===== config.mk =====
export PLATFORM = sky130hd
export DESIGN_NAME = sca_adapter
export DESIGN_NICKNAME = d
export VERILOG_FILES = /design/src/logic/sca_pkg.sv /design/src/logic/sca_adapter.sv
export VERILOG_INCLUDE_DIRS = /design/src /design/src/logic
export SDC_FILE = /design/constraint.sdc
export NUM_CORES = 1
export LEC_CHECK = 0
export BUFFER_PORTS_ARGS = -buffer_cell sky130_fd_sc_hd__buf_2
export CAP_MARGIN = 20
export CORE_MARGIN = 2
export CORE_UTILIZATION = 40
export CTS_CLUSTER_DIAMETER = 30
export DETAILED_ROUTE_END_ITERATION = 8
export GPL_ROUTABILITY_DRIVEN = 0
export PLACE_DENSITY = 0.54
export SLEW_MARGIN = 25
export SYNTH_ARGS = -nofsm -noshare
export SYNTH_HDL_FRONTEND = slang
export SYNTH_HIERARCHICAL = 1
export SYNTH_SLANG_ARGS = --single-unit

===== constraint.sdc =====
create_clock -name clk -period 9.6 [get_ports clk]
set_clock_uncertainty 0.2 [all_clocks]
set_input_delay 1.92 -clock clk [delete_from_list [all_inputs] [get_ports clk]]
set_output_delay 1.92 -clock clk [all_outputs]
set_load 0.05 [all_outputs]

===== src/logic/sca_regs.svh =====
// depth and width constants for the stream channel/format adapter
// assumes inclusion by bare name from the adapter sources
`ifndef SCA_REGS_SVH
`define SCA_REGS_SVH
`define SCA_FIFO_DEPTH 32
`define SCA_CH_MAXW    8
`define SCA_EMP_MAXW   8
`define SCA_CNT_W      8
`endif


===== src/logic/sca_pkg.sv =====
// types shared by the stream adapter
// assumes sca_regs.svh is on the include path
`include "sca_regs.svh"
package sca_pkg;
   // side-band fields carried with every beat
   typedef struct packed {
      logic                     sop;
      logic                     eop;
      logic [`SCA_EMP_MAXW-1:0] empty;
      logic [`SCA_CH_MAXW-1:0]  ch;
   } sca_side_t;
endpackage : sca_pkg


===== src/logic/sca_adapter.sv =====
// stream adapter: channel check, buffering, symbol repacking
// assumes both stream parties share clk and keep their ready latency
// How it works
// - channel/error/timing logic only where needed; fifo and repacking buffer always act
// - one symbol width serves both sides
// - packet markers and empty only with packets
// - width zero means the port is unused
// - downstream empty exists when upstream has one
// - separate ready latencies for both sides
// - sink without channel flags nonzero channels
// - source without channel drives channel zero
// - narrower channel zero-extends high bits
// - wider channel drops high source bits
// - flag channels above sink maximum
// - out-of-range beats never reach the sink
// - differing symbol widths cannot be configured
// - repack beats between symbol counts
// - empty generated when source lacks one
// - valid optional upstream, always driven downstream
// - sink ready back-pressures the source
// - error bits routed by matching position
// - all transfers on rising clk
// - valid only when ready latency allows
`timescale 1ns/1ps
`include "sca_regs.svh"

// ==========================================
// fifo
module sca_fifo #(
   parameter int W     = 8,
   parameter int DEPTH = `SCA_FIFO_DEPTH
) (
   // clock and reset
   input  wire logic         clk,
   input  wire logic         reset,
   // fill side
   input  wire logic         in_valid,
   output logic              in_ready,
   input  wire logic [W-1:0] in_data,
   // drain side
   output logic              out_valid,
   input  wire logic         out_ready,
   output logic [W-1:0]      out_data,
   // fill level
   output logic [$clog2(DEPTH+1)-1:0] count
);
   localparam int AW = $clog2(DEPTH);
   logic [W-1:0]  mem [DEPTH];
   logic [AW-1:0] wr_ff, rd_ff;
   logic [AW:0]   cnt_ff;
   wire push = in_valid && in_ready;
   wire pop  = out_valid && out_ready;
   assign in_ready  = cnt_ff != (AW+1)'(DEPTH);
   assign out_valid = cnt_ff != '0;
   assign out_data  = mem[rd_ff];
   assign count     = cnt_ff;
   // storage has no reset, pointers do
   always_ff @(posedge clk) begin
      if (push) mem[wr_ff] <= in_data;
   end
   // pointers wrap at depth, which need not be a power of two
   always_ff @(posedge clk or posedge reset) begin
      if (reset) begin
         wr_ff  <= '0;
         rd_ff  <= '0;
         cnt_ff <= '0;
      end else begin
         if (push) wr_ff <= (wr_ff == AW'(DEPTH-1)) ? '0 : wr_ff + 1'b1;
         if (pop)  rd_ff <= (rd_ff == AW'(DEPTH-1)) ? '0 : rd_ff + 1'b1;
         cnt_ff <= cnt_ff + (AW+1)'(push) - (AW+1)'(pop);
      end
   end
endmodule : sca_fifo

// ==========================================
// adapter top
module sca_adapter #(
   parameter int SYM_W      = 8,
   parameter int IN_SYMS    = 4,
   parameter int OUT_SYMS   = 1,
   parameter bit USE_PACKET = 1,
   parameter int IN_CH_W    = 2,
   parameter int IN_MAX_CH  = 3,
   parameter int OUT_CH_W   = 1,
   parameter int OUT_MAX_CH = 1,
   parameter int IN_ERR_W   = 1,
   parameter int OUT_ERR_W  = 1,
   parameter bit IN_USE_EMPTY = 1,
   parameter int EMP_W      = 2,
   parameter bit IN_USE_VALID = 1,
   parameter bit OUT_USE_READY = 1,
   parameter int IN_LAT     = 0,
   parameter int OUT_LAT    = 0,
   parameter int DEPTH      = `SCA_FIFO_DEPTH
) (
   // clock and reset
   input  wire logic                        clk,
   input  wire logic                        reset,
   // upstream source
   input  wire logic                        in_valid,
   output logic                             in_ready,
   input  wire logic [IN_SYMS*SYM_W-1:0]    in_data,
   input  wire logic [(IN_CH_W>0?IN_CH_W:1)-1:0]   in_ch,
   input  wire logic [(IN_ERR_W>0?IN_ERR_W:1)-1:0] in_err,
   input  wire logic                        in_sop,
   input  wire logic                        in_eop,
   input  wire logic [EMP_W-1:0]            in_empty,
   // downstream sink
   output logic                             out_valid,
   input  wire logic                        out_ready,
   output logic [OUT_SYMS*SYM_W-1:0]        out_data,
   output logic [(OUT_CH_W>0?OUT_CH_W:1)-1:0]   out_ch,
   output logic [(OUT_ERR_W>0?OUT_ERR_W:1)-1:0] out_err,
   output logic                             out_sop,
   output logic                             out_eop,
   output logic [EMP_W-1:0]                 out_empty,
   // status
   output logic                             ch_err
);
   localparam int CNW = `SCA_CNT_W;
   localparam int EW  = IN_ERR_W > 0 ? IN_ERR_W : 1;
   localparam int IDW = IN_SYMS*SYM_W;
   localparam int ODW = OUT_SYMS*SYM_W;
   localparam int BS  = IN_SYMS + OUT_SYMS;
   localparam int BW  = BS*SYM_W;
   localparam int FW  = $bits(sca_pkg::sca_side_t) + EW + IDW;
   localparam int SMAX = (OUT_CH_W > 0) ? OUT_MAX_CH : 0;

   // one block, unused paths fold away
   // channel check, error routing, repacking and latency gating all sit here;
   // a parameter set that needs no adaptation still registers every beat in the fifo and the repacking buffer

   // ==========================================
   // intake and channel check
   // single symbol width, so a mismatch is not expressible
   // SYM_W shared by both data ports
   // unused upstream valid is taken as always high
   wire v_in = IN_USE_VALID ? in_valid : 1'b1;
   // with latency the source only drives valid in allowed cycles
   wire take = v_in && (IN_LAT == 0 ? in_ready : 1'b1);
   // zero channel width means channel 0
   wire [`SCA_CH_MAXW-1:0] ch_in = (IN_CH_W > 0) ? `SCA_CH_MAXW'(in_ch) : '0;
   // channel beyond sink maximum; no sink channel gives max 0
   wire ch_bad = ch_in > `SCA_CH_MAXW'(SMAX);
   logic [$clog2(DEPTH+1)-1:0] f_cnt;
   logic f_in_ready, f_valid, f_pop;
   logic [FW-1:0] f_word;
   sca_pkg::sca_side_t s_in, s_out;
   logic [EW-1:0] e_out;
   logic [IDW-1:0] d_out;
   // keep room for beats already promised by the latency
   assign in_ready = (32'(f_cnt) + IN_LAT < DEPTH) && f_in_ready;
   // markers only when packets are in use
   assign s_in.sop   = USE_PACKET && in_sop;
   assign s_in.eop   = USE_PACKET && in_eop;
   assign s_in.empty = (USE_PACKET && IN_USE_EMPTY) ? `SCA_EMP_MAXW'(in_empty) : '0;
   assign s_in.ch    = ch_in;
   assign {s_out, e_out, d_out} = f_word;

   // error pulse one cycle after the offending beat
   // rising edge transfers
   always_ff @(posedge clk or posedge reset) begin
      if (reset) ch_err <= 1'b0;
      else       ch_err <= take && ch_bad;
   end

   sca_fifo #(.W(FW), .DEPTH(DEPTH)) u_fifo (
      .clk       (clk),
      .reset     (reset),
      .in_valid  (take && !ch_bad),
      .in_ready  (f_in_ready),
      .in_data   ({s_in, EW'(in_err), in_data}),
      .out_valid (f_valid),
      .out_ready (f_pop),
      .out_data  (f_word),
      .count     (f_cnt)
   );

   // ==========================================
   // repacking buffer
   logic [BW-1:0]  buf_ff, nxt_buf;
   logic [CNW-1:0] cnt_ff, nxt_cnt;
   logic           eop_pend_ff, sop_pend_ff;
   logic [`SCA_CH_MAXW-1:0] ch_ff;
   logic [EW-1:0]  err_ff;
   logic [OUT_LAT:0] rdy_hist_ff;
   wire [CNW-1:0] osym = CNW'(OUT_SYMS);
   wire [CNW-1:0] nsym = CNW'(IN_SYMS) - (s_out.eop ? CNW'(s_out.empty) : '0);
   wire have  = (cnt_ff >= osym) || (eop_pend_ff && cnt_ff != '0);
   wire last  = eop_pend_ff && cnt_ff <= osym;
   // sink latency, valid only where ready was seen
   // index 0 is ready in this very cycle, index L is ready L cycles back
   wire [OUT_LAT+1:0] rdy_all = {rdy_hist_ff, out_ready};
   wire allow = !OUT_USE_READY || rdy_all[OUT_LAT];
   wire fire  = have && allow;
   wire [CNW-1:0] cnt_a = fire ? (last ? '0 : cnt_ff - osym) : cnt_ff;
   // load while the whole next beat fits
   assign f_pop = f_valid && !eop_pend_ff && (cnt_a + CNW'(IN_SYMS) <= CNW'(BS));
   // earliest symbols live at the top of the buffer
   wire [BW-1:0] shifted = fire ? buf_ff << ODW : buf_ff;
   wire [BW-1:0] keep_m  = ~({BW{1'b1}} >> (32'(cnt_a) * SYM_W));
   wire [BW-1:0] ext     = {d_out, {ODW{1'b0}}};
   assign nxt_buf = f_pop ? ((shifted & keep_m) | (ext >> (32'(cnt_a) * SYM_W))) : shifted;
   assign nxt_cnt = f_pop ? cnt_a + nsym : cnt_a;

   // ready history, bit 0 is the previous cycle
   always_ff @(posedge clk or posedge reset) begin
      if (reset) rdy_hist_ff <= '0;
      else       rdy_hist_ff <= (OUT_LAT+1)'({rdy_hist_ff, out_ready});
   end

   // buffer state; load and flush never collide on the markers
   always_ff @(posedge clk or posedge reset) begin
      if (reset) begin
         buf_ff      <= '0;
         cnt_ff      <= '0;
         eop_pend_ff <= 1'b0;
         sop_pend_ff <= 1'b0;
         ch_ff       <= '0;
         err_ff      <= '0;
      end else begin
         buf_ff <= nxt_buf;
         cnt_ff <= nxt_cnt;
         if (f_pop) begin
            eop_pend_ff <= s_out.eop;
            sop_pend_ff <= s_out.sop || (sop_pend_ff && !fire);
            ch_ff       <= s_out.ch;
            err_ff      <= e_out;
         end else if (fire) begin
            if (last) eop_pend_ff <= 1'b0;
            sop_pend_ff <= 1'b0;
         end
      end
   end

   // ==========================================
   // downstream outputs
   // payload is buffer state, frozen until fire
   assign out_valid = fire;
   assign out_data  = buf_ff[BW-1 -: ODW];
   assign out_sop   = sop_pend_ff;
   assign out_eop   = last;
   // empty generated from the symbol count
   assign out_empty = last ? EMP_W'(osym - cnt_ff) : '0;
   assign out_ch    = (IN_CH_W > 0) ? $bits(out_ch)'(ch_ff) : '0;
   // error bits matched by position, missing ones zero
   for (genvar i = 0; i < $bits(out_err); i++) begin : g_err
      assign out_err[i] = (i < IN_ERR_W && OUT_ERR_W > 0) ? err_ff[i % EW] : 1'b0;
   end
endmodule : sca_adapter


==> Word level (Yosys, flattened, before mapping) <==
Memory sizes are Yosys's and may differ from the RTL's.
Cells that the tools add are included.
{ "totals": {"memories": 1, "ramBits": 1248, "regBits": 69, "elab_cells": 71} }
{ "op_classes": {"n_eq_ne": 3, "n_bitwise": 3, "reduce_logical": 22, "magnitude_cmp": 5, "shift": 2, "n_mux": 16, "addsub": 9} }
{ "memory_table": {"columns": ["memory", "words", "word_bits", "read_ports", "rd_ports_with_merged_regs", "wr", "line", "rtl"], "rows": [
  ["u_fifo.mem", 32, 39, 1, 0, 1, "sca_adapter.sv:48", "logic [W-1:0] mem [DEPTH];"]
]} }
{ "op_table": {"columns": ["cell", "count"], "rows": [
  ["40-bit two-way mux", 2],
  ["40-bit bitwise AND", 1],
  ["40-bit inverter", 1],
  ["40-bit OR", 1],
  ["40-bit by 11-bit >> shifter with 40-bit output", 1],
  ["40-bit by 11-bit >> shifter with 40-bit output (first input constant)", 1],
  ["8-bit two-way mux", 4],
  ["1-bit logical AND", 12],
  ["5-bit by 1-bit adder with 5-bit output (second input constant)", 2],
  ["5-bit equality test (second input constant)", 2],
  ["5-bit two-way mux", 2],
  ["8-bit by 3-bit adder with 8-bit output (second input constant)", 1],
  ["8-bit adder", 1],
  ["8-bit by 1-bit greater-or-equal comparator with 1-bit output (second input constant)", 1],
  ["8-bit by 1-bit <= comparator with 1-bit output (second input constant)", 1],
  ["8-bit by 3-bit <= comparator with 1-bit output (second input constant)", 1],
  ["8-bit nonzero test", 1],
  ["3-bit by 8-bit subtractor with 8-bit output (first input constant)", 1],
  ["8-bit by 1-bit subtractor with 8-bit output (second input constant)", 1],
  ["1-bit two-way mux", 7],
  ["6-bit by 1-bit adder with 6-bit output", 1],
  ["6-bit < comparator (second input constant)", 1],
  ["6-bit != test (second input constant)", 1],
  ["6-bit nonzero test", 1],
  ["other kinds (8)", 12]
]} }

==> Longest topological paths before layout <==
{ "depth": {"depth_word": 10, "mapped_depth": 23} }

==> Cells and area by module <==
Netlist, hierarchy kept.
{ "modules_own_cells": {"columns": ["module", "cells_per_inst", "n_inst", "seq_area_each_um2", "area_per_inst_um2"], "rows": [
  ["sca_fifo", 2816, 1, 49407.4, 62557.5],
  ["sca_adapter", 480, 1, 1326.3, 4204.0]
]} }

==> Worst setup path after synthesis <==
No wires, ideal clock.
{ "synth_path": {"path_type": "input -> register", "startpoint": "input out_ready", "endpoint": "register u_fifo.cnt_ff[4] (netlist: u_fifo/count[4])", "required_ns": 9.320, "arrival_time_ns": 5.605, "setup_slack_ns": 3.715, "setup_ns": 0.080, "path_stages": 20, "path_buffers": 2, "cell_sequence": "buf_4 -> or3b_4 -> a211oi_1 -> o21ba_2 -> ha_1 -> o211a_1 -> a211oi_1 -> a22oi_1 -> nor2_1 -> buf_2 -> nand2_1 -> inv_1 -> ha_1 -> inv_1 -> ha_1 -> fa_1 -> a21oi_1 -> nor2_1 -> nor2_1 -> xnor2_1"} }
{ "synth_via": {"elab_chain_len": 7} }
{ "synth_rtl": {"columns": ["element", "line", "rtl"], "rows": [
  ["start: declaration", "sca_adapter.sv:110", "input wire logic out_ready,"],
  ["1-bit logical AND", "sca_adapter.sv:195", "wire fire = have && allow;"],
  ["8-bit two-way mux", "sca_adapter.sv:196", "wire [CNW-1:0] cnt_a = fire ? (last ? '0 : cnt_ff - osym) : cnt_ff;"],
  ["8-bit by 3-bit adder with 8-bit output", "sca_adapter.sv:198", "assign f_pop = f_valid && !eop_pend_ff && (cnt_a + CNW'(IN_SYMS) <= CNW'(BS));"],
  ["8-bit by 3-bit <= comparator with 1-bit output", "sca_adapter.sv:198", null],
  ["1-bit logical AND", "sca_adapter.sv:198", null],
  ["via f_pop", "sca_adapter.sv:146", "logic f_in_ready, f_valid, f_pop;"],
  ["1-bit logical AND", "sca_adapter.sv:52", "wire pop = out_valid && out_ready;"],
  ["via u_fifo.pop", "sca_adapter.sv:52", null],
  ["6-bit by 1-bit subtractor with 6-bit output", "sca_adapter.sv:70", "cnt_ff <= cnt_ff + (AW+1)'(push) - (AW+1)'(pop);"],
  ["end signal: assignment", "sca_adapter.sv:70", null],
  ["end: declaration", "sca_adapter.sv:50", "logic [AW:0] cnt_ff;"]
]} }
The timed path passes the listed nets, and every way through them passes these cells.
A chain may end at the register's enable or synchronous reset.

==> Worst setup path in the final report <==
{ "layout_path": {"startpoint": "register cnt_ff[0]", "endpoint": "register cnt_ff[7]"} }
{ "layout_via": {"elab_chain_len": 9, "word_cells_on_any_way": 15} }
{ "layout_rtl": {"columns": ["element", "line", "rtl"], "rows": [
  ["start: declaration", "sca_adapter.sv:182", "logic [CNW-1:0] cnt_ff, nxt_cnt;"],
  ["start signal: assignment", "sca_adapter.sv:223", "cnt_ff <= nxt_cnt;"],
  ["branches (longest 4 deep; another with 8-bit by 1-bit <= comparator with 1-bit output)", null, null],
  ["8-bit two-way mux *", "sca_adapter.sv:196", null],
  ["8-bit by 3-bit adder with 8-bit output", "sca_adapter.sv:198", null],
  ["8-bit by 3-bit <= comparator with 1-bit output", "sca_adapter.sv:198", null],
  ["1-bit logical AND", "sca_adapter.sv:198", null],
  ["8-bit two-way mux *", "sca_adapter.sv:204", "assign nxt_cnt = f_pop ? cnt_a + nsym : cnt_a;"],
  ["via nxt_cnt[7]", "sca_adapter.sv:182", null]
]} }
Mark *: on every way through the listed nets, which the timed path passes.

==> reports/metrics.yaml <==
worst_setup_hold_path_clk_slew_ns: 0.04
vdd_drop_max_mv: 0.1925
drive_gt1_share_pct: 27.00
clk_path_buf_depth: 4
post_synthesis_instance_total: 2953
post-cts-setup-buffer-count: 0
timing.final.crit_period_ns: 6.605
criticalPathCategory: "flip-flop to flip-flop"
crit_required_ns: 10.20
dpl_worst_slack_ns: 2.854
remaining_drc_errors: 0
die_h_um: 386.3
fp-row-count: 140
max_slew.worst_pin.slew_ns: 1.268
grt_total_usage_pct: 21.46
detail_route.iter0.violations: 3063
fmaxAchievable_mhz: 151.4
critPathArrivalTime_ns: 7.20
netlist_area_pre_place_sq_um: 58460
detail_route.first_pass.iterations: 6
report.final.slew_viol_count: 0
floorplan.core_area_sq_um: 145400
crit_end: "cnt_ff[7]"
power.share.sequential_pct: 32.3
total_power_density_per_cell_area_nw_per_um2: 319.6
numClockSinks: 1477
wire_per_inst_um: 28.29
cts_buffers: 327
routed_via_density: 5.642
area_growth_syn_to_layout_pct: 24.53
floorplan.initialDensity_pct: 40.21
grt_setup_unrepaired: "false"
detailroute.via_count: 31451
outcome: "finished, final reports clean"
start_kind: "flip-flop"
detailedPlacementHpwl_mm: 83.67
layout.cells.most_common: "sky130_fd_sc_hd__edfxtp_1"
htreeDepth: 5
min-delay-path-class: "flip-flop to flip-flop"
instances_no_fill: 5574
ios: 60
worst_r2r_path_depth: 21
timing.final.setup_violations: 0
ctsRootBufferMaster: "sky130_fd_sc_hd__clkbuf_16"
path_max_fanout: 33
postRouteAntennaNets: 0
initial_antenna_violation_count: 12
worstSkewPairLatency_ns: 0.91
die_extent_in_x_um: 386.3
setup_slack_ns: 2.995
cts_tree: "done"
die-area_sq_um: 149200
netSwitchingFraction_pct: 28.30
fin_total_pwr_mw: 23.27
grt_first_pass_wirelength_mm: 228.5
final.period_utilization_pct: 68.80
grt_max_degree: 94
power.net_switching_mw: 6.586
layout.cells.most_common_list: "1408 x sky130_fd_sc_hd__edfxtp_1, 334 x sky130_fd_sc_hd__clkbuf_16, 264 x sky130_fd_sc_hd__mux4_2, 214 x sky130_fd_sc_hd__mux2i_1, 192 x sky130_fd_sc_hd__conb_1"
leakage_nw: 24.50
wl_mm: 157.7
timing.max_slew.rel_slack_pct: 15.45
design.final.nets: 3487
synth_warnings: 6
rrSetupSlack_ns: 3.00
number_of_instances_in_the_placed_design: 4996
clockPowerShare_pct: 46.6
crit_path_end_kind: "flip-flop"
cell_internal_pwr_mw: 16.68
first_global_vias: 32991
rr_endpoint: "cnt_ff[7]"
power_frac_comb_pct: 21.1
synth_area_per_cell_sq_um: 19.80
finalHoldViolations: 0
maximum_capacitance_violations: 0
final_core_area_utilization_pct: 50.07
postCtsResizedCells: 0
fin_setup_tns_ns: 0
cp-startpoint: "cnt_ff[0]"
cts_hold_repair.buffers: 0
r2r_path_start: "cnt_ff[0]"
grt-ovfl-total: 0
port-buffer-count: 59
-- layer usage --
metal | vias up | share of wire (%) | global-route usage, %
met5 | - | 0.022 | 0
met4 | 4 | 2.6 | 6.984
met3 | 319 | 6.8 | 4.432
met2 | 1241 | 48 | 34.54
met1 | 16794 | 42 | 29.28
li1 | 13093 | - | -
-- sequential cells by signal (all words and copies together), names as in the netlist --
name,flops
u_fifo/mem,1408
buf_ff,40
cnt_ff,8
u_fifo/count,6
u_fifo/rd_ff,5
u_fifo/wr_ff,5
ch_err,1
ch_ff,1
eop_pend_ff,1
out_err,1
out_sop,1
-- stage by stage --
stage          cell area (sq um)  hold slack (ns)
2_1_floorplan              59180           0.2656
3_3_place_gp               61780           0.2892
3_5_place_dp               61970           0.2918
4_1_cts                    72750           0.3094
5_1_grt                    72790           0.3168
6_report                   72800           0.3069
-- worst max-delay path: stages (launching register included) --
cell and delay, ns:
sky130_fd_sc_hd__dfrtp_1 0.61, sky130_fd_sc_hd__inv_1 0.45, sky130_fd_sc_hd__ha_1 0.33, sky130_fd_sc_hd__or4b_4 0.51, sky130_fd_sc_hd__o21ai_2 0.12, sky130_fd_sc_hd__buf_4 0.34, sky130_fd_sc_hd__inv_1 0.07, sky130_fd_sc_hd__buf_4 0.26
sky130_fd_sc_hd__o22ai_2 0.85, sky130_fd_sc_hd__inv_1 0.60, sky130_fd_sc_hd__ha_1 0.38, sky130_fd_sc_hd__inv_1 0.06, sky130_fd_sc_hd__ha_1 0.15, sky130_fd_sc_hd__inv_1 0.05, sky130_fd_sc_hd__fa_1 0.40, sky130_fd_sc_hd__nor2b_1 0.12
sky130_fd_sc_hd__o21ai_0 0.11, sky130_fd_sc_hd__a21boi_0 0.17, sky130_fd_sc_hd__o21ai_0 0.12, sky130_fd_sc_hd__nand3_1 0.11, sky130_fd_sc_hd__nor4b_1 0.32, sky130_fd_sc_hd__xor2_1 0.17
-- how the worst min path moves through the flow --
stage / start / endpoint / slack [ns] / cells past startpoint
finish: buf_ff[1] / buf_ff[1] / 0.31 / 1
floorplan: buf_ff[1] / buf_ff[1] / 0.27 / 1
global placement: buf_ff[1] / buf_ff[1] / 0.29 / 1
global route: buf_ff[0] / buf_ff[0] / 0.32 / 1
CTS: buf_ff[0] / buf_ff[0] / 0.31 / 1
detailed placement: buf_ff[0] / buf_ff[0] / 0.29 / 1
-- power groups by stage --
stage          registers, mW  logic (mW)  clock network [mW]
3_3_place_gp            7.61        4.82                   0
3_5_place_dp            7.62        4.90                   0
5_1_grt                 7.53        5.26                11.4
2_1_floorplan           7.48        3.47                   0
4_1_cts                 7.51        4.92                11.0
6_report                7.51        4.91                10.9
-- cell type report --
class | instances | area [sq um]
Fill cell | 11577 | 72590
Sequential cell | 1477 | 44020
Multi-Input combinational cell | 1429 | 14350
Clock buffer | 371 | 8507
Tap cell | 1917 | 2399
Clock inverter | 204 | 2271
Timing Repair Buffer | 137 | 1106
Inverter | 37 | 138.9
Antenna cell | 2 | 5.005
(Power assumes the default switching activity.)
